==> config.mk <==
export PLATFORM = sky130hd
export DESIGN_NAME = flash_irq_ctrl
export DESIGN_NICKNAME = d
export VERILOG_FILES = /design/src/hw/flash_irq_pkg.sv /design/src/hw/pin_sync.sv /design/src/hw/flash_irq_ctrl.sv
export SDC_FILE = /design/constraint.sdc
export NUM_CORES = 1
export LEC_CHECK = 0
export BUFFER_PORTS_ARGS = -buffer_cell sky130_fd_sc_hd__buf_2
export CORE_UTILIZATION = 37
export DETAILED_ROUTE_END_ITERATION = 6
export PLACE_DENSITY = 0.72
export SLEW_MARGIN = 20
export SYNTH_ARGS = -nofsm -noshare
export SYNTH_HDL_FRONTEND = slang
export SYNTH_HIERARCHICAL = 1
export SYNTH_SLANG_ARGS = --single-unit
export TNS_END_PERCENT = 1
==> constraint.sdc <==
create_clock -name CLOCK_IN -period 1.63 [get_ports CLOCK_IN]
set_input_delay 0.163 -clock CLOCK_IN [delete_from_list [all_inputs] [get_ports CLOCK_IN]]
set_output_delay 0.163 -clock CLOCK_IN [all_outputs]
set_load 0.02 [all_outputs]
==> src/hw/flash_irq_pkg.sv <==
/*
 * Shared constants of the flash disk interrupt and output control block:
 * register byte addresses, field positions, reset values and timing.
 * Assumes a 20 MHz device clock and a 32-bit classic Wishbone slave port.
 */
package flash_irq_pkg;
    localparam int          ADDR_W        = 16;
    localparam int          DATA_W        = 32;
    localparam int          SEL_W         = 4;
    localparam int          NUM_SRC       = 6;
    localparam int          NUM_EVT       = 3;
    localparam int          OC_W          = 3;
    localparam int          CNT_W         = 4;
    localparam int          SYNC_W        = 6;

    localparam logic [15:0] INT_CTRL_ADDR = 16'h1010;
    localparam logic [15:0] OUT_CTRL_ADDR = 16'h1014;
    localparam logic [15:0] INT_STAT_ADDR = 16'h1020;
    localparam logic [15:0] EVT_STAT_ADDR = 16'h1030;
    localparam logic [15:0] EVT_MASK_ADDR = 16'h1034;

    localparam int          ENABLE_LSB    = 0;
    localparam int          MASK_LSB      = 8;
    localparam int          EDGE_BIT      = 14;
    localparam int          GATE_BIT      = 15;
    localparam int          LOW_LANE      = 0;
    localparam int          HIGH_LANE     = 1;

    localparam int          OC_BUSY_BIT   = 0;
    localparam int          OC_PUDIS_BIT  = 1;
    localparam int          OC_TURBO_BIT  = 2;
    localparam logic [2:0]  OC_RESET      = 3'h1;

    localparam int          EVT_IRQ_BIT   = 0;
    localparam int          EVT_BOOT_BIT  = 1;
    localparam int          EVT_BAD_BIT   = 2;

    // Sync order: cascade[1:0], hw reset pin, if_cfg, oe, ce (idle levels)
    localparam logic [5:0]  SYNC_RESET    = 6'h0B;
    localparam int          SYNC_HWRST    = 3;
    localparam int          SYNC_IFCFG    = 2;
    localparam int          SYNC_OE       = 1;
    localparam int          SYNC_CE       = 0;
    localparam int          SYNC_CASC_LSB = 4;

    localparam int          CLK_PERIOD_NS = 50;
    localparam int          IRQ_PULSE_NS  = 100;
    localparam int          OUT_SETTLE_NS = 100;
    localparam int          IRQ_PULSE_CYC = (IRQ_PULSE_NS + CLK_PERIOD_NS - 1) / CLK_PERIOD_NS;
    localparam int          SETTLE_CYC    = (OUT_SETTLE_NS + CLK_PERIOD_NS - 1) / CLK_PERIOD_NS;

    typedef enum logic [2:0] {
        SEL_NONE,
        SEL_INT_CTRL,
        SEL_OUT_CTRL,
        SEL_INT_STAT,
        SEL_EVT_STAT,
        SEL_EVT_MASK
    } reg_sel_t;
endpackage : flash_irq_pkg

==> src/hw/pin_sync.sv <==
/*
 * Three-stage synchroniser for asynchronous pins.
 * Assumes the pins may change at any time; a new level is accepted only
 * once the second and third stages agree.
 */
`timescale 1ns/1ps
module pin_sync #(
    parameter int         W         = 1,
    parameter logic [W-1:0] RESET_VAL = '0
) (
    input  wire logic         CLOCK_IN,
    input  wire logic         RESET_IN,
    input  wire logic [W-1:0] PIN_IN,
    output logic      [W-1:0] LEVEL_OUT
);
    logic [W-1:0] stage1_ff;
    logic [W-1:0] stage2_ff;
    logic [W-1:0] stage3_ff;

    // First stage feeds only the second, never any logic
    always_ff @(posedge CLOCK_IN or posedge RESET_IN) begin
        if (RESET_IN) begin
            stage1_ff <= RESET_VAL;
            stage2_ff <= RESET_VAL;
            stage3_ff <= RESET_VAL;
        end else begin
            stage1_ff <= PIN_IN;
            stage2_ff <= stage1_ff;
            stage3_ff <= stage2_ff;
        end
    end

    genvar i;
    generate
        for (i = 0; i < W; i++) begin : g_bit
            always_ff @(posedge CLOCK_IN or posedge RESET_IN) begin
                if (RESET_IN) begin
                    LEVEL_OUT[i] <= RESET_VAL[i];
                end else if (stage2_ff[i] == stage3_ff[i]) begin
                    LEVEL_OUT[i] <= stage3_ff[i];
                end
            end
        end
    endgenerate
endmodule : pin_sync

==> src/hw/flash_irq_ctrl.sv <==
/*
 * Interrupt controller and output control register of a flash disk device,
 * reached over a classic Wishbone slave port.
 * Assumes sources, mode reset and boot strobes come from logic on CLOCK_IN;
 * the hardware reset, interface, output-enable, chip-enable and cascade
 * pins arrive asynchronously and are synchronised here.
 */
`timescale 1ns/1ps
// What this block does
// - six sources feed status bits 0 to 5
// - enabled source latches status, mask raises interrupt
// - disabled source keeps its status at zero
// - mask bits 13-8 gate status onto pin
// - level mode holds pin until cleared
// - edge mode emits low pulse, then high
// - gate bit enables pin, pending fires at once
// - gate off forces pin negated
// - output control reset only by hardware reset
// - output control writes ignore cascade select
// - bit 0 gates busy during soft boot
// - hardware reset forces busy until download done
// - bit 1 disables upper pull-ups, else by pin
// - normal mode delays read buffer enable
// - turbo enables read buffers immediately
// - interrupt registers reset to zero
module flash_irq_ctrl
    import flash_irq_pkg::*;
(
    input  wire logic              CLOCK_IN,
    input  wire logic              RESET_IN,
    input  wire logic              WB_CYC_IN,
    input  wire logic              WB_STB_IN,
    input  wire logic              WB_WE_IN,
    input  wire logic [ADDR_W-1:0] WB_ADR_IN,
    input  wire logic [SEL_W-1:0]  WB_SEL_IN,
    input  wire logic [DATA_W-1:0] WB_DAT_IN,
    output logic      [DATA_W-1:0] WB_DAT_OUT,
    output logic                   WB_ACK_OUT,
    input  wire logic [NUM_SRC-1:0] SOURCE_IN,
    input  wire logic              MODE_RESET_IN,
    input  wire logic              SOFT_BOOT_START_IN,
    input  wire logic              BOOT_DONE_IN,
    input  wire logic [1:0]        DEVICE_ID_IN,
    input  wire logic              HARDWARE_RESET_PIN_N_IN,
    input  wire logic              IF_CFG_IN,
    input  wire logic              OE_N_IN,
    input  wire logic              CE_N_IN,
    input  wire logic [1:0]        CASCADE_SELECT_PINS_IN,
    output logic                   IRQ_N_OUT,
    output logic                   BUSY_N_OUT,
    output logic                   PULLUP_EN_OUT,
    output logic                   READ_BUF_EN_OUT,
    output logic                   INT_OUT
);
    logic [SYNC_W-1:0]  pins_s;
    logic               hw_rst;
    logic               if_cfg;
    logic               rd_both;
    logic               id_match;
    logic               int_clear;
    logic               bus_req;
    logic               bus_wr;
    reg_sel_t           sel;
    logic [NUM_SRC-1:0] int_enable_ff;
    logic [NUM_SRC-1:0] int_mask_ff;
    logic               edge_sel_ff;
    logic               global_interrupt_gate_ff;
    logic [NUM_SRC-1:0] int_status_ff;
    logic [NUM_SRC-1:0] latch_want;
    logic               irq_req;
    logic               irq_req_d_ff;
    logic               req_rise;
    logic [CNT_W-1:0]   pulse_cnt_ff;
    logic               nxt_irq_n;
    logic [OC_W-1:0]    out_ctl_ff;
    logic               busy_active_ff;
    logic               hw_boot_ff;
    logic [CNT_W-1:0]   settle_cnt_ff;
    logic [NUM_EVT-1:0] evt_stat_ff;
    logic [NUM_EVT-1:0] evt_mask_ff;
    logic [NUM_EVT-1:0] evt_set;
    logic [DATA_W-1:0]  rd_value;

    function automatic reg_sel_t decode(input logic [ADDR_W-1:0] adr);
        reg_sel_t s;
        s = SEL_NONE;
        if (adr[ADDR_W-1:2] == INT_CTRL_ADDR[ADDR_W-1:2]) s = SEL_INT_CTRL;
        if (adr[ADDR_W-1:2] == OUT_CTRL_ADDR[ADDR_W-1:2]) s = SEL_OUT_CTRL;
        if (adr[ADDR_W-1:2] == INT_STAT_ADDR[ADDR_W-1:2]) s = SEL_INT_STAT;
        if (adr[ADDR_W-1:2] == EVT_STAT_ADDR[ADDR_W-1:2]) s = SEL_EVT_STAT;
        if (adr[ADDR_W-1:2] == EVT_MASK_ADDR[ADDR_W-1:2]) s = SEL_EVT_MASK;
        return s;
    endfunction : decode

    pin_sync #(
        .W         (SYNC_W),
        .RESET_VAL (SYNC_RESET)
    ) u_pin_sync (
        .CLOCK_IN  (CLOCK_IN),
        .RESET_IN  (RESET_IN),
        .PIN_IN    ({CASCADE_SELECT_PINS_IN, HARDWARE_RESET_PIN_N_IN, IF_CFG_IN,
                     OE_N_IN, CE_N_IN}),
        .LEVEL_OUT (pins_s)
    );

    assign hw_rst    = ~pins_s[SYNC_HWRST];
    assign if_cfg    = pins_s[SYNC_IFCFG];
    assign rd_both   = ~pins_s[SYNC_OE] & ~pins_s[SYNC_CE];
    assign id_match  = (pins_s[SYNC_CASC_LSB +: 2] == DEVICE_ID_IN);
    // Reset mode clears the interrupt side; output control survives it
    assign int_clear = hw_rst | MODE_RESET_IN;
    assign bus_req   = WB_CYC_IN & WB_STB_IN;
    // Writes land on the edge that the master sees ack
    assign bus_wr    = bus_req & WB_WE_IN & WB_ACK_OUT;
    assign sel       = decode(WB_ADR_IN);

    always_ff @(posedge CLOCK_IN or posedge RESET_IN) begin
        if (RESET_IN) begin
            WB_ACK_OUT <= 1'b0;
        end else begin
            WB_ACK_OUT <= bus_req & ~WB_ACK_OUT;
        end
    end

    always_comb begin
        rd_value = '0;
        case (sel)
            SEL_INT_CTRL: begin
                if (id_match) begin
                    rd_value[ENABLE_LSB +: NUM_SRC] = int_enable_ff;
                    rd_value[MASK_LSB +: NUM_SRC]   = int_mask_ff;
                    rd_value[EDGE_BIT]              = edge_sel_ff;
                    rd_value[GATE_BIT]              = global_interrupt_gate_ff;
                end
            end
            SEL_OUT_CTRL: rd_value[OC_W-1:0] = out_ctl_ff;
            SEL_INT_STAT: begin
                if (id_match) begin
                    rd_value[NUM_SRC-1:0] = int_status_ff;
                end
            end
            SEL_EVT_STAT: rd_value[NUM_EVT-1:0] = evt_stat_ff;
            SEL_EVT_MASK: rd_value[NUM_EVT-1:0] = evt_mask_ff;
            default:      rd_value = '0;
        endcase
    end

    always_ff @(posedge CLOCK_IN or posedge RESET_IN) begin
        if (RESET_IN) begin
            WB_DAT_OUT <= '0;
        end else if (bus_req & ~WB_ACK_OUT) begin
            WB_DAT_OUT <= rd_value;
        end
    end

    // Other devices in a cascade ignore interrupt register writes
    always_ff @(posedge CLOCK_IN or posedge RESET_IN) begin
        if (RESET_IN) begin
            int_enable_ff            <= '0;
            int_mask_ff              <= '0;
            edge_sel_ff              <= 1'b0;
            global_interrupt_gate_ff <= 1'b0;
        end else if (int_clear) begin
            int_enable_ff            <= '0;
            int_mask_ff              <= '0;
            edge_sel_ff              <= 1'b0;
            global_interrupt_gate_ff <= 1'b0;
        end else if (bus_wr && sel == SEL_INT_CTRL && id_match) begin
            if (WB_SEL_IN[LOW_LANE]) begin
                int_enable_ff <= WB_DAT_IN[ENABLE_LSB +: NUM_SRC];
            end
            if (WB_SEL_IN[HIGH_LANE]) begin
                int_mask_ff              <= WB_DAT_IN[MASK_LSB +: NUM_SRC];
                edge_sel_ff              <= WB_DAT_IN[EDGE_BIT];
                global_interrupt_gate_ff <= WB_DAT_IN[GATE_BIT];
            end
        end
    end

    // Status is cleared only by dropping enable or by int_clear; writes to it are ignored,
    // so a source held active re-latches as soon as enable returns
    assign latch_want = int_enable_ff & SOURCE_IN;
    always_ff @(posedge CLOCK_IN or posedge RESET_IN) begin
        if (RESET_IN) begin
            int_status_ff <= '0;
        end else if (int_clear) begin
            int_status_ff <= '0;
        end else begin
            int_status_ff <= (int_status_ff | SOURCE_IN) & int_enable_ff;
        end
    end

    assign irq_req  = global_interrupt_gate_ff & |(int_status_ff & int_mask_ff);
    assign req_rise = irq_req & ~irq_req_d_ff;

    always_comb begin
        if (!global_interrupt_gate_ff) begin
            nxt_irq_n = 1'b1;
        end else if (edge_sel_ff) begin
            nxt_irq_n = ~(req_rise | (pulse_cnt_ff != '0));
        end else begin
            nxt_irq_n = ~irq_req;
        end
    end

    // A new rise during a pulse restarts it rather than being lost
    always_ff @(posedge CLOCK_IN or posedge RESET_IN) begin
        if (RESET_IN) begin
            irq_req_d_ff <= 1'b0;
            pulse_cnt_ff <= '0;
            IRQ_N_OUT    <= 1'b1;
        end else begin
            irq_req_d_ff <= irq_req;
            IRQ_N_OUT    <= nxt_irq_n;
            if (req_rise && edge_sel_ff) begin
                pulse_cnt_ff <= CNT_W'(IRQ_PULSE_CYC - 1);
            end else if (pulse_cnt_ff != '0) begin
                pulse_cnt_ff <= pulse_cnt_ff - 1'b1;
            end
        end
    end

    // Written by any device of a cascade, kept through Reset mode
    always_ff @(posedge CLOCK_IN or posedge RESET_IN) begin
        if (RESET_IN) begin
            out_ctl_ff <= OC_RESET;
        end else if (hw_rst) begin
            out_ctl_ff <= OC_RESET;
        end else if (bus_wr && sel == SEL_OUT_CTRL && WB_SEL_IN[LOW_LANE]) begin
            out_ctl_ff <= WB_DAT_IN[OC_W-1:0];
        end
    end

    always_ff @(posedge CLOCK_IN or posedge RESET_IN) begin
        if (RESET_IN) begin
            busy_active_ff <= 1'b0;
            hw_boot_ff     <= 1'b0;
        end else if (hw_rst) begin
            busy_active_ff <= 1'b1;
            hw_boot_ff     <= 1'b1;
        end else if (BOOT_DONE_IN) begin
            busy_active_ff <= 1'b0;
            hw_boot_ff     <= 1'b0;
        end else if (SOFT_BOOT_START_IN) begin
            busy_active_ff <= 1'b1;
            hw_boot_ff     <= 1'b0;
        end
    end

    always_ff @(posedge CLOCK_IN or posedge RESET_IN) begin
        if (RESET_IN) begin
            BUSY_N_OUT <= 1'b1;
        end else begin
            BUSY_N_OUT <= ~(busy_active_ff & (hw_boot_ff | out_ctl_ff[OC_BUSY_BIT]));
        end
    end

    always_ff @(posedge CLOCK_IN or posedge RESET_IN) begin
        if (RESET_IN) begin
            PULLUP_EN_OUT <= 1'b0;
        end else begin
            PULLUP_EN_OUT <= ~out_ctl_ff[OC_PUDIS_BIT] & ~if_cfg;
        end
    end

    // Normal mode waits for the array data to settle before driving
    always_ff @(posedge CLOCK_IN or posedge RESET_IN) begin
        if (RESET_IN) begin
            settle_cnt_ff   <= '0;
            READ_BUF_EN_OUT <= 1'b0;
        end else begin
            if (!rd_both) begin
                settle_cnt_ff <= '0;
            end else if (settle_cnt_ff != CNT_W'(SETTLE_CYC)) begin
                settle_cnt_ff <= settle_cnt_ff + 1'b1;
            end
            READ_BUF_EN_OUT <= rd_both & (out_ctl_ff[OC_TURBO_BIT]
                               | (settle_cnt_ff == CNT_W'(SETTLE_CYC)));
        end
    end

    assign evt_set[EVT_IRQ_BIT]  = req_rise;
    assign evt_set[EVT_BOOT_BIT] = BOOT_DONE_IN & busy_active_ff;
    assign evt_set[EVT_BAD_BIT]  = bus_req & ~WB_ACK_OUT & (sel == SEL_NONE);

    // A new event outranks a write-one clear in the same cycle
    always_ff @(posedge CLOCK_IN or posedge RESET_IN) begin
        if (RESET_IN) begin
            evt_stat_ff <= '0;
        end else if (bus_wr && sel == SEL_EVT_STAT && WB_SEL_IN[LOW_LANE]) begin
            evt_stat_ff <= (evt_stat_ff & ~WB_DAT_IN[NUM_EVT-1:0]) | evt_set;
        end else begin
            evt_stat_ff <= evt_stat_ff | evt_set;
        end
    end

    always_ff @(posedge CLOCK_IN or posedge RESET_IN) begin
        if (RESET_IN) begin
            evt_mask_ff <= '0;
            INT_OUT     <= 1'b0;
        end else begin
            if (bus_wr && sel == SEL_EVT_MASK && WB_SEL_IN[LOW_LANE]) begin
                evt_mask_ff <= WB_DAT_IN[NUM_EVT-1:0];
            end
            INT_OUT <= |(evt_stat_ff & evt_mask_ff);
        end
    end
endmodule : flash_irq_ctrl

-- Yosys cells after proc, flatten, opt, wreduce, memory -nomap -nowiden
Index checks and enable logic that the tools add are counted.
- register bits: 84
- input port bits: 74
- logic and storage cells: 145
- add/subtract/negate cells: 2
- equal/unequal tests: 22
- multiplexer cells: 39
- bitwise gates (word level): 34
- reductions and logical operators: 19
- operators by type and width (operator ; number):
    $eq A14 B11 Y1 const B ; 5
    $mux W6 ; 9
    $mux W3 ; 7
    $mux W4 ; 4
    $mux W8 ; 2
    $mux W1 ; 15
    $pmux W3 S5 ; 1
    $and A1 B1 Y1 ; 12
    $and A6 B6 Y6 ; 2
    $not A1 Y1 ; 10
    $logic_and A1 B1 Y1 ; 9
    $reduce_bool A2 Y1 ; 4
    $and A3 B3 Y3 ; 2
    $eq A1 B1 Y1 ; 6
    $eq A3 B2 Y1 const B ; 2
    $eq A3 B3 Y1 const B ; 2
    $or A3 B3 Y3 ; 2
    $or A6 B6 Y6 ; 1
    $pmux W3 S2 ; 1
    $reduce_or A6 Y1 ; 1
    $add A4 B1 Y4 const B ; 1
    $eq A4 B2 Y1 const B ; 1
    $ne A4 B2 Y1 const B ; 1
    $or A1 B1 Y1 ; 4
    11 further kinds ; 12

-- Logic depth before layout (Yosys ltp)
Gate-level depths: netlist of the first run.
- word-level depth: 11
- depth in mapped cells: 6
- mapped depth without buffers: 6

-- Cells and area by module
Netlist of the first run, hierarchy kept.
- modules (own cells, without submodules) (module ; instances ; cells each ; area an instance (um^2)):
    flash_irq_ctrl ; 1 ; 324 ; 3109.2
    pin_sync ; 1 ; 31 ; 686.9

-- Worst setup path before layout of the first run
OpenSTA, ideal clock, no wires.
- kind: in2reg
- start: input WB_ADR_IN[15]
- end: register WB_DAT_OUT[3]
- setup time: 66 ps
- data arrival time: 1899 ps
- data required time: 1564 ps
- path slack: -335 ps
- stages: 6
- path through: or4_1 > buf_2 > or4_4 > buf_6 > o41ai_1 > a31o_1
- longest elaborated chain between the ends: 8
- ends and longest elaborated chain (element ; line ; RTL):
    start: declaration ; flash_irq_ctrl.sv:34 ; input wire logic [ADDR_W-1:0] WB_ADR_IN,
    $eq A14 B11 Y1 ; flash_irq_ctrl.sv:87 ; if (adr[ADDR_W-1:2] == INT_CTRL_ADDR[ADDR_W-1:2]) s = SEL_INT_CTRL;
    $mux W1 ; flash_irq_ctrl.sv:87 ;
    $mux W3 ; flash_irq_ctrl.sv:88 ; if (adr[ADDR_W-1:2] == OUT_CTRL_ADDR[ADDR_W-1:2]) s = SEL_OUT_CTRL;
    $mux W3 ; flash_irq_ctrl.sv:89 ; if (adr[ADDR_W-1:2] == INT_STAT_ADDR[ADDR_W-1:2]) s = SEL_INT_STAT;
    $mux W3 ; flash_irq_ctrl.sv:90 ; if (adr[ADDR_W-1:2] == EVT_STAT_ADDR[ADDR_W-1:2]) s = SEL_EVT_STAT;
    $mux W3 (*) ; flash_irq_ctrl.sv:91 ; if (adr[ADDR_W-1:2] == EVT_MASK_ADDR[ADDR_W-1:2]) s = SEL_EVT_MASK;
    $eq A3 B2 Y1 or $eq A3 B1 Y1 (tied branches) ; flash_irq_ctrl.sv:127 ; case (sel)
    $pmux W3 S2 (*) ; flash_irq_ctrl.sv:127 ;
    end signal: assignment ; flash_irq_ctrl.sv:152 ; WB_DAT_OUT <= rd_value;
    end: declaration ; flash_irq_ctrl.sv:37 ; output logic [DATA_W-1:0] WB_DAT_OUT,
Every way passes the cells marked *; elsewhere a longest branch is shown, timed or not.
A chain may end at the register's enable or synchronous reset.

-- Worst setup path in the final report of the first run
- start: register u_pin_sync.LEVEL_OUT[5]
- end: register int_mask_ff[0]
- longest elaborated chain between the ends: 4
- ends and longest elaborated chain (element ; line ; RTL):
    start: declaration ; pin_sync.sv:14 ; output logic [W-1:0] LEVEL_OUT
    start signal: indexed assignment ; pin_sync.sv:38 ; LEVEL_OUT[i] <= RESET_VAL[i];
    start signal: indexed assignment ; pin_sync.sv:40 ; LEVEL_OUT[i] <= stage3_ff[i];
    $eq A2 B2 Y1 ; flash_irq_ctrl.sv:109 ; assign id_match = (pins_s[SYNC_CASC_LSB +: 2] == DEVICE_ID_IN);
    $logic_and A1 B1 Y1 ; flash_irq_ctrl.sv:168 ; end else if (bus_wr && sel == SEL_INT_CTRL && id_match) begin
    $reduce_bool A2 Y1 (no source line) ; -- ;
    $reduce_and A2 Y1 (no source line) ; -- ;
    end signal: assignment ; flash_irq_ctrl.sv:173 ; int_mask_ff <= WB_DAT_IN[MASK_LSB +: NUM_SRC];
    end: declaration ; flash_irq_ctrl.sv:65 ; logic [NUM_SRC-1:0] int_mask_ff;
Every way passes these cells.

==> metrics, run 1 <==
# DRC=0; #FFs+latches synth=between 80 and 90; CTS Root Cell=clkbuf_8; Yosys warnings=6; vias in the first global route=about 3,000; Slew headroom=60.55%; wirelength, routed=9476 um; H-tree level count=3; worst r2r path cells=5; GRT Overall Usage=18.72%; Storage cell area=roughly 2100 um2; TritonCTS buffer count=9; worst clock skew=0.01389 ns; failing checks=negative setup slack; I/O pin count=between 100 and 150; Reg clk slew, reported paths=roughly 0.09 ns; status=finished, violations left; Final WS setup=-0.03005 ns; fmax=approximately 600 MHz; CTS tree=yes; R2R setup slack=-0.03 ns; Synth area leaders=dfrtp_1 (45%), dfstp_2 (10%), nand2_1 (4.6%), buf_4 (3.6%), o21ai_0 (3.6%); Lkg Pwr=2.270 nW; Cell Pwr Density=roughly 860 nW/um2; Final nets=548; core area=9864 um2; Die X-Extent=103.3 um; EDFF count, synth=0; Routed wire per std cell=approximately 16 um; Antenna Cells=0; min-delay src=BOOT_DONE_IN; Max-Cap Viols=0; post-synth cell types=52; initial drt markers=between 200 and 300; Worst Hold End=busy_active_ff; initial antenna violation count=0; Final setup viols=10; Max FO, Critical Path=10; port buffer count=71; post-route cell area=4876 um2; drt first pass iters=4; Via density=5.178; Cells after Synth=355; ys async rst share=100.0%; Peak VDD IR=428.4 uV; Skew-Pair Late Insertion Delay=0.37 ns; FF-to-FF Start=u_pin_sync/LEVEL_OUT[5]; Die Y=103.3 um; area of the multi-input gates=1567 um2; share of post-route cells with drive strength above 1=between 30% and 40%; WHS=around 0.017 ns; Initial Util=38.48%; first-pass GRT wire length=14,840 um; RSZ-0062 raised after global routing=yes; HPWL after DPL=7082 um; Seq/Total Area, Yosys=55.87%; WHS Path Cells=2; grt ovf=0; Slew @ Worst Pin=0.5917 ns; pre-CTS setup slack=-0.3544 ns; Synth-to-Final Area Change=28.44%; gp weighted congestion=0.8781; final count of pins violating max slew=0; Top FF cell, synth=dfrtp_1; crit path DAT=1.88 ns; clk buf depth=2; Sink Count=84; final hold violation count=0; largest net degree at the start of global routing=26; PnR Total Power=approximately 4.2 mW; Worst setup SP type=flip-flop; minimum clock period=1.660 ns; remaining antenna violation count after routing=0; Layout fillers=898; vias=around 3,100; Critical Path End Type=flip-flop; mapped cell area=around 3800 um2; Final Cycle Share=101.8%; placed cell area=approximately 4500 um2; Hold Path Class=input port to flip-flop; worst path required time=1.85 ns; Syn Area/Cell=approximately 11 um2; share of the synthesized area in the top cell type=45.48%; full die area=10,670 um2; FP Rows=36; crit path kind=flip-flop to flip-flop; cell taking the most area after synthesis=dfrtp_1; worst r2r dst=int_mask_ff[0]
[layer usage]
metal	routed length (um)	share of wire, %	vias up	global-route usage [%]
met3	544	5.7	17	4.368
met2	4574	48	113	29.64
met4	162	1.7	0	8.126
li1	-	-	1471	-
met1	4195	44	1547	24.67
met5	0	0	-	0
[kinds of logic (layout without fill, tap and decap cells)]
logic type	Yosys count	after routing	synth area share [%]
simple gates	132	132	18.39
xor+xnor	7	7	1.615
compound gates	64	64	11.01
flops	84	84	55.87
fa+ha+maj	10	10	3.098
other cells	1	18	0.09878
buf+inv	44	147	6.361
mux	13	13	3.560
[Yosys cell counts, types with 4 or more instances]
cell type and instances:
a21oi_1 9, a32oi_1 6, and4_1 6, buf_4 18, clkbuf_1 12, dfrtp_1 69
dfstp_2 15, ha_1 4, inv_1 11, maj3_2 6, mux2_2 4, mux2i_1 9
nand2_1 47, nand3_1 5, nand4_1 17, nor2_1 15, nor3_1 10, nor4_1 6
o21ai_0 27, or2_2 5, xnor2_1 4
[flip-flops by register name (all words and copies together) (netlist names), 6 cells and up]
signal                count
WB_DAT_OUT               14
int_enable_ff             6
int_mask_ff               6
int_status_ff             6
u_pin_sync/LEVEL_OUT      6
u_pin_sync/stage1_ff      6
u_pin_sync/stage2_ff      6
u_pin_sync/stage3_ff      6
[worst max path at each step]
stage | from | end | slack, ns | depth (start not counted)
final | u_pin_sync/LEVEL_OUT[5] | int_mask_ff[0] | -0.03 | 5
after global routing | u_pin_sync/LEVEL_OUT[5] | WB_DAT_OUT[4] | -0.11 | 5
after CTS | u_pin_sync/LEVEL_OUT[5] | int_mask_ff[2] | -0.04 | 5
after detailed placement | WB_ADR_IN[15] | int_mask_ff[2] | -0.35 | 6
after global placement | WB_ADR_IN[11] | evt_mask_ff[1] | -0.30 | 8
after floorplan | WB_ADR_IN[15] | WB_DAT_OUT[3] | -0.21 | 6
[cell usage in the layout (no fill, tap or decap), drive strengths merged, types with 3 or more instances in the layout]
cell type / count
nand3: 5
dfrtp: 69
o41ai: 3
clkbuf: 11
conb: 18
dlygate4sd3: 7
inv: 15
xnor2: 4
mux2i: 9
nand2: 47
nand4: 17
a22oi: 3
a22o: 3
nor4: 6
a31oi: 3
dfstp: 15
o21ai: 27
or2: 5
nor2: 15
or4: 3
a32oi: 6
nand2b: 3
a21oi: 9
xor2: 3
mux2: 4
maj3: 6
and2: 3
buf: 113
nor3: 10
ha: 4
and4: 6
a31o: 3
[metrics by stage]
stage / std cells / TNS, ns / utilization (%)
6_report: 608 / -0.1656 / 49.43
3_5_place_dp: 583 / -9.169 / 45.94
3_3_place_gp: 583 / -7.715 / 45.94
2_1_floorplan: 372 / -4.772 / -
4_1_cts: 606 / -0.2798 / 48.95
5_1_grt: 608 / -1.345 / 49.43
[area by class of cell]
| type | instances | area share, % |
|---|---|---|
| well taps | 133 | 3.413 |
| repair buffers | 120 | 15.65 |
| multi-input cells | 244 | 32.13 |
| clock inverters | 5 | 0.8981 |
| inverters | 11 | 0.8468 |
| clock buffers | 11 | 3.567 |
| flip-flops and latches | 84 | 43.49 |
[power breakdown]
part	internal, mW	switching (mW)	total (mW)
sequential	2.16	0.0447	2.20
clock	0.765	0.826	1.59
combinational	0.172	0.247	0.419
total	3.09	1.12	4.21
[timing repair]
item	4_1_cts	5_1_grt
pin swaps	0	3
setup endpoints to repair	12	31
gates cloned	0	1
setup buffers	0	1
hold buffers	7	0
resized for setup	8	9
hold endpoints to repair	22	0
[worst max-delay path, stage by stage, from the launching register on]
cell	delay, ns
dfrtp_1	0.41
xor2_2	0.18
or4_4	0.53
buf_12	0.17
o21ai_1	0.14
a21oi_1	0.09
Power figures use the tool's default switching activity.
==> run 2: changes to the inputs <==
--- a/config.mk
+++ b/config.mk
@@ -5,6 +5,7 @@
 export SDC_FILE = /design/constraint.sdc
 export NUM_CORES = 1
 export LEC_CHECK = 0
+export ABC_CLOCK_PERIOD_IN_PS = 1630
 export BUFFER_PORTS_ARGS = -buffer_cell sky130_fd_sc_hd__buf_2
 export CORE_UTILIZATION = 37
 export DETAILED_ROUTE_END_ITERATION = 6
@@ -12,6 +13,5 @@
 export SLEW_MARGIN = 20
 export SYNTH_ARGS = -nofsm -noshare
 export SYNTH_HDL_FRONTEND = slang
-export SYNTH_HIERARCHICAL = 1
 export SYNTH_SLANG_ARGS = --single-unit
 export TNS_END_PERCENT = 1
==> metrics, run 2 <==
status=finished, final reports clean; PnR Total Power=4.168 mW (-0.99%); Die X-Extent=103.5 um (+0.24%); full die area=10,720 um2 (+0.48%); # DRC=0 (unchanged); CTS Root Cell=clkbuf_8; cell taking the most area after synthesis=dfrtp_1; Syn Area/Cell=11.35 um2 (+6.2%); Sw Pwr=1.051 mW (-5.9%); largest net degree at the start of global routing=85 (+230%); HPWL after DPL=6693 um (-5.5%); final count of pins violating max slew=0 (unchanged); logic gate share of total power=10.2% (+0.3 points); Internal=3.117 mW (+0.80%); placed cell area=4509 um2 (-0.50%); Net Sw Frac=25.21% (-1.3 points); post-route cell area=4831 um2 (-0.92%); initial drt markers=180 (-30%); Via density=5.255 (+1.5%); cell at the slowest stage of the critical path=dfstp_2; worst clock skew=0.01511 ns (+0.001218 ns); CTS tree=yes; Yosys warnings=0 (-6); met2 WL=4418 um (-3.4%); crit path kind=flip-flop to flip-flop; most frequent cells in the layout=buf_2 (71), dfrtp_1 (69), buf_4 (34); Post-Place Cells=566 (-2.9%); top cells by count, synth=dfrtp_1 (69), nand4_1 (25), a21oi_1 (20); vias=3,095 (-1.7%); share of post-route cells with drive strength above 1=35.09% (-1.8 points); port buffer count=71 (unchanged); metal1 wirelength=4128 um (-1.6%); Clk pwr share=37.1% (-0.7 points); CP bufs+invs=0 (-1); Top FF cell, synth=dfrtp_1; Max-Cap Viols=0 (unchanged); Final nets=528 (-3.6%); EDFF count, synth=0 (unchanged); crit path DAT=1.81 ns (-0.07 ns); Max FO, Critical Path=3 (-7); post-synth cell types=51 (-1.9%); wirelength, routed=9131 um (-3.6%); CP delay by family, top=flip-flops; worst path required time=1.90 ns (+0.05 ns); ys async rst share=100.0% (unchanged); Die Y=103.5 um (+0.24%); minimum clock period=1.541 ns (-0.1195 ns); FP Rows=36 (unchanged); top-count cell post-synth=dfrtp_1; Initial Util=38.67% (+0.19 points); Critical Path End Type=flip-flop; Cell Pwr Density=862.8 nW/um2 (about the same); H-tree level count=3 (unchanged); fmax=649.1 MHz (+7.8%); final hold violation count=0 (unchanged); Most flops, register=WB_DAT_OUT; Final Cycle Share=94.51% (-7.3 points); TritonCTS buffer count=9 (unchanged); Seq/Total Area, Yosys=55.59% (-0.27 points); fin cells=589 (-3.1%); share of the synthesized area in the top cell type=45.26% (-0.22 points); max reg flops=14 (unchanged); mapped cell area=3815 um2 (+0.49%); Worst setup SP type=flip-flop; grt ovf=0 (unchanged); Cells after Synth=336 (-5.4%); Sink Count=84 (unchanged); Synth-to-Final Area Change=26.63%; Antenna Cells=0 (unchanged); I/O pin count=112 (unchanged); Synth area leaders=dfrtp_1 (45%), dfstp_2 (10%), nand4_1 (4.1%), buf_4 (3.5%), a22o_1 (3.0%); most common cell after layout, fill and taps aside=buf_2; remaining antenna violation count after routing=0 (unchanged); critical path's largest stage delay=0.55 ns (+0.02 ns); Reg clk slew, reported paths=0.09 ns (about the same); initial antenna violation count=0 (unchanged); Skew-Pair Late Insertion Delay=0.35 ns (-0.02 ns); Peak VDD IR=377.0 uV (-12%); clk buf depth=2 (unchanged); gp weighted congestion=0.8716 (-0.74%); max layer used=met4; drt first pass iters=5 (+1); critical path cell sequence=or4bb_1 -> o41ai_2 -> a21oi_1 -> a22oi_1; GRT Overall Usage=17.80% (-0.92 points); Layout fillers=886 (-1.3%); Hold Path Class=input port to flip-flop; sequential fraction of design power=52.7% (+0.4 points); Lkg Pwr=2.207 nW (-2.7%); first-pass GRT wire length=14,980 um (+0.93%); Final setup viols=0 (-10); Routed wire per std cell=15.50 um (-0.53%); WL met3=470 um (-14%); #FFs+latches synth=84 (unchanged); core area=9864 um2 (unchanged); vias in the first global route=3,011 (-0.33%)
[run 2: timing repair]
item | 4_1_cts | 5_1_grt
gates resized for setup | 0 | 9
hold endpoints to repair | 75 | 0
setup buffers | 0 | 0
setup endpoints to repair | 0 | 9
hold buffers | 7 | 0
[run 2: final timing paths]
| path | start | to | slack (ns) | cells past startpoint |
|---|---|---|---|---|
| worst min-delay path | BOOT_DONE_IN | busy_active_ff | 0.06 | 2 |
| worst max-delay path | out_ctl_ff[0] | WB_DAT_OUT[0] | 0.09 | 4 |
| worst max register to register | out_ctl_ff[0] | WB_DAT_OUT[0] | 0.09 | 4 |
| min in group asynchronous | RESET_IN | evt_stat_ff[2] | 0.47 | 4 |
| worst min register to register | u_pin_sync.stage1_ff[4] | u_pin_sync.stage2_ff[4] | 0.35 | 0 |
| max in group asynchronous | RESET_IN | u_pin_sync.LEVEL_OUT[1] | 0.78 | 4 |
[run 2: cell families after synthesis]
family / share of synthesized area (%)
and+or+nand+nor: 18.66
DFF: 55.59
AOI/OAI and AO/OA: 13.58
buffers and inverters: 5.838
adders and majority gates: 2.558
xor gates and xnor gates: 1.607
muxes: 2.066
other: 0.09830
[run 2: power by group through the flow]
stage / clock network, mW / logic, mW / registers [mW]
2_1_floorplan: 0 / 0.236 / 2.24
3_5_place_dp: 0 / 0.398 / 2.24
3_3_place_gp: 0 / 0.389 / 2.23
6_report: 1.54 / 0.425 / 2.20
5_1_grt: 1.68 / 0.465 / 2.21
4_1_cts: 1.59 / 0.413 / 2.20
[run 2: routing by layer]
metal,global-route usage (%),up-vias
met5,0,-
met4,6.522,0
met3,3.461,11
met2,29.48,96
met1,23.15,1528
li1,-,1460
[run 2: area by class of cell]
class	count	area, um2	area share, %
clock buffers	11	151.4	3.134
repair buffers	115	723.2	14.97
flip-flops and latches	84	2121	43.90
well taps	133	166.4	3.445
inverters	10	41.29	0.8547
clock inverters	5	60.06	1.243
multi-input cells	231	1568	32.45
[run 2: metrics by stage]
step,worst slack [ns],TNS (ns),hold slack (ns),util [%]
2_1_floorplan,-0.1562,-1.705,0.1675,-
3_3_place_gp,-0.2695,-6.145,0.2678,45.71
3_5_place_dp,-0.3040,-6.735,0.2692,45.71
4_1_cts,0.02229,0,0.04758,48.57
5_1_grt,-0.05331,-0.05331,0.05717,48.97
6_report,0.08945,0,0.05534,48.97
[run 2: worst reg2reg max path: cells and delay by family, from the launching register on]
family	cells	cell delay, ns
and+or+nand+nor	1	0.42
AOI/OAI and AO/OA	3	0.51
DFF	1	0.55
==> run 3: changes to the inputs <==
--- a/config.mk
+++ b/config.mk
@@ -5,6 +5,7 @@
 export SDC_FILE = /design/constraint.sdc
 export NUM_CORES = 1
 export LEC_CHECK = 0
+export ABC_AREA = 1
 export ABC_CLOCK_PERIOD_IN_PS = 1630
 export BUFFER_PORTS_ARGS = -buffer_cell sky130_fd_sc_hd__buf_2
 export CORE_UTILIZATION = 37
==> metrics, run 3 <==
Top FF cell, synth=dfrtp_1; status=finished, final reports clean; I/O pin count=112 (unchanged); Final Cycle Share=91.56% (-3.0 points); Worst Setup SP=u_pin_sync.LEVEL_OUT[4]; share of post-route cells with drive strength above 1=23.24% (-12 points); Reg clk slew, reported paths=0.07 ns (-0.02 ns); Synth area leaders=dfrtp_1 (46%), nand2_1 (13%), dfstp_2 (11%), nand3_1 (5.5%), nor2_1 (5.0%); Hold Path Class=input port to flip-flop; grt ovf=0 (unchanged); Routed wire per std cell=12.05 um (-22%); gp weighted congestion=0.8279 (-5.0%); final hold violation count=0 (unchanged); most frequent cells in the layout=nand2_1 (124), buf_2 (71), dfrtp_1 (69); most common cell after layout, fill and taps aside=nand2_1; PnR Total Power=4.007 mW (-3.9%); fmax=670.0 MHz (+3.2%); Critical Path End Type=flip-flop; Skew-Pair Late Insertion Delay=0.36 ns (about the same); top cells by count, synth=nand2_1 (125), dfrtp_1 (69), nor2_1 (50); largest net degree at the start of global routing=85 (unchanged); clk buf depth=2 (unchanged); FP Rows=36 (unchanged); Final nets=597 (+13%); Die Y=102.6 um (-0.94%); crit path kind=flip-flop to flip-flop; Worst setup SP type=flip-flop; minimum clock period=1.492 ns (-0.04809 ns); initial antenna violation count=0 (unchanged); ys async rst share=100.0% (unchanged); FF-to-FF Start=u_pin_sync.LEVEL_OUT[4]; top-count cell post-synth=nand2_1; core area=9774 um2 (-0.91%); Lkg Pwr=2.424 nW (+9.8%); Most flops, register=WB_DAT_OUT; final count of pins violating max slew=0 (unchanged); Die X-Extent=102.6 um (-0.94%); TritonCTS buffer count=9 (unchanged); port buffer count=71 (unchanged); full die area=10,520 um2 (-1.9%); max reg flops=14 (unchanged); Antenna Cells=0 (unchanged); EDFF count, synth=0 (unchanged); wirelength, routed=7930 um (-13%); remaining antenna violation count after routing=0 (unchanged); GRT Overall Usage=16.72% (-1.1 points); worst clock skew=0.01005 ns (-0.005057 ns); share of the synthesized area in the top cell type=46.14% (+0.88 points); drt first pass iters=4 (-1); Yosys warnings=0 (unchanged); CTS Root Cell=clkbuf_8; Via density=4.622 (-12%); Cell Pwr Density=877.2 nW/um2 (+1.7%); Max FO, Critical Path=8 (+5); post-synth cell types=27 (-47%); # DRC=0 (unchanged); min-delay src=SOURCE_IN[3]; Max-Cap Viols=0 (unchanged); R2R setup slack=0.14 ns (+0.05 ns); Final setup viols=0 (unchanged); cell taking the most area after synthesis=dfrtp_1; Initial Util=38.29% (-0.39 points); Seq/Total Area, Yosys=56.67% (+1.1 points); worst path required time=1.92 ns (+0.02 ns); vias in the first global route=2,939 (-2.4%); Peak VDD IR=389.9 uV (+3.4%); #FFs+latches synth=84 (unchanged); Cells after Synth=427 (+27%); HPWL after DPL=5934 um (-11%); mapped cell area=3742 um2 (-1.9%); first-pass GRT wire length=13,320 um (-11%); crit path DAT=1.79 ns (-0.02 ns); Synth-to-Final Area Change=22.07%; vias=3,041 (-1.7%); CTS tree=yes; H-tree level count=3 (unchanged); initial drt markers=129 (-28%); Syn Area/Cell=8.764 um2 (-23%); WHS=0.03458 ns (-0.02076 ns); Sink Count=84 (unchanged)
run 3: cell count changes after synthesis, moves of 11 or more:
cell and change:
nand2_1 +113, nor2_1 +33, inv_1 +30, o21ai_0 +12, a21oi_1 -19, o41ai_1 -11
nand3_1 +26
run 3: routing by layer:
| metal | GRT usage [%] | wire length, um |
|---|---|---|
| met1 | 22.50 | 3752 |
| met2 | 25.28 | 3523 |
| met3 | 4.203 | 484 |
| met4 | 8.022 | 170 |
| met5 | 0 | 0 |
run 3: path summary, 6_finish.rpt:
| check | endpoint | cells past startpoint |
|---|---|---|
| worst max-delay path | global_interrupt_gate_ff | 7 |
| worst min-delay path | int_status_ff[3] | 3 |
| worst max register to register | global_interrupt_gate_ff | 7 |
| worst min register to register | u_pin_sync.stage2_ff[2] | 0 |
| max in group asynchronous | IRQ_N_OUT | 4 |
| min in group asynchronous | u_pin_sync.stage2_ff[2] | 4 |
run 3: critical path, cell delays in order (launching register included):
cell and delay [ns]:
dfrtp_1 0.41, xnor2_2 0.20, nand2_2 0.13, nor3_4 0.22, buf_12 0.15, buf_4 0.15
nand4_1 0.09, nand2_1 0.08
run 3: cells by family (layout without fill, tap and decap cells):
family	Yosys count	after routing	synth area share [%]
adder cells (fa/ha/maj)	9	9	2.608
flip-flops	84	84	56.67
AO/OA/AOI/OAI	24	24	3.511
XOR/XNOR	3	3	0.9029
multiplexers	1	1	0.2675
other	1	18	0.1002
AND/OR/NAND/NOR	238	238	26.98
buffers and inverters	67	148	8.960
run 3: per-stage QoR:
| step | util, % | instance area [um2] | cells | worst slack, ns | setup TNS [ns] |
|---|---|---|---|---|---|
| finish | 46.74 | 4568 | 658 | 0.1375 | 0 |
| global route | 46.74 | 4568 | 658 | -0.01301 | -0.01301 |
| CTS | 46.38 | 4533 | 656 | 0.005401 | 0 |
| detailed placement | 43.64 | 4265 | 633 | 0.04110 | 0 |
| global placement | 43.64 | 4265 | 633 | 0.08444 | 0 |
| floorplan | - | 3810 | 444 | 0.1900 | 0 |
run 3: final cells by class:
class                   instances  area, um2
fillers                       950       5206
flip-flops and latches         84       2121
multi-input cells             293       1358
repair buffers                 93      575.6
well taps                     133      166.4
clock buffers                  14      162.7
inverters                      39      150.1
clock inverters                 2      35.03
run 3: where the power goes:
part	switching (mW)	leakage (nW)	total, mW	internal (mW)
sequential	0.0368	1.07	2.20	2.16
combinational	0.216	1.25	0.339	0.123
clock	0.675	0.101	1.47	0.791
run 3: what timing repair did:
item | 4_1_cts | 5_1_grt
hold buffers | 7 | 0
endpoints found under the setup margin | 0 | 14
buffers inserted | 0 | 2
hold endpoints to repair | 75 | 0
resized for setup | 0 | 2
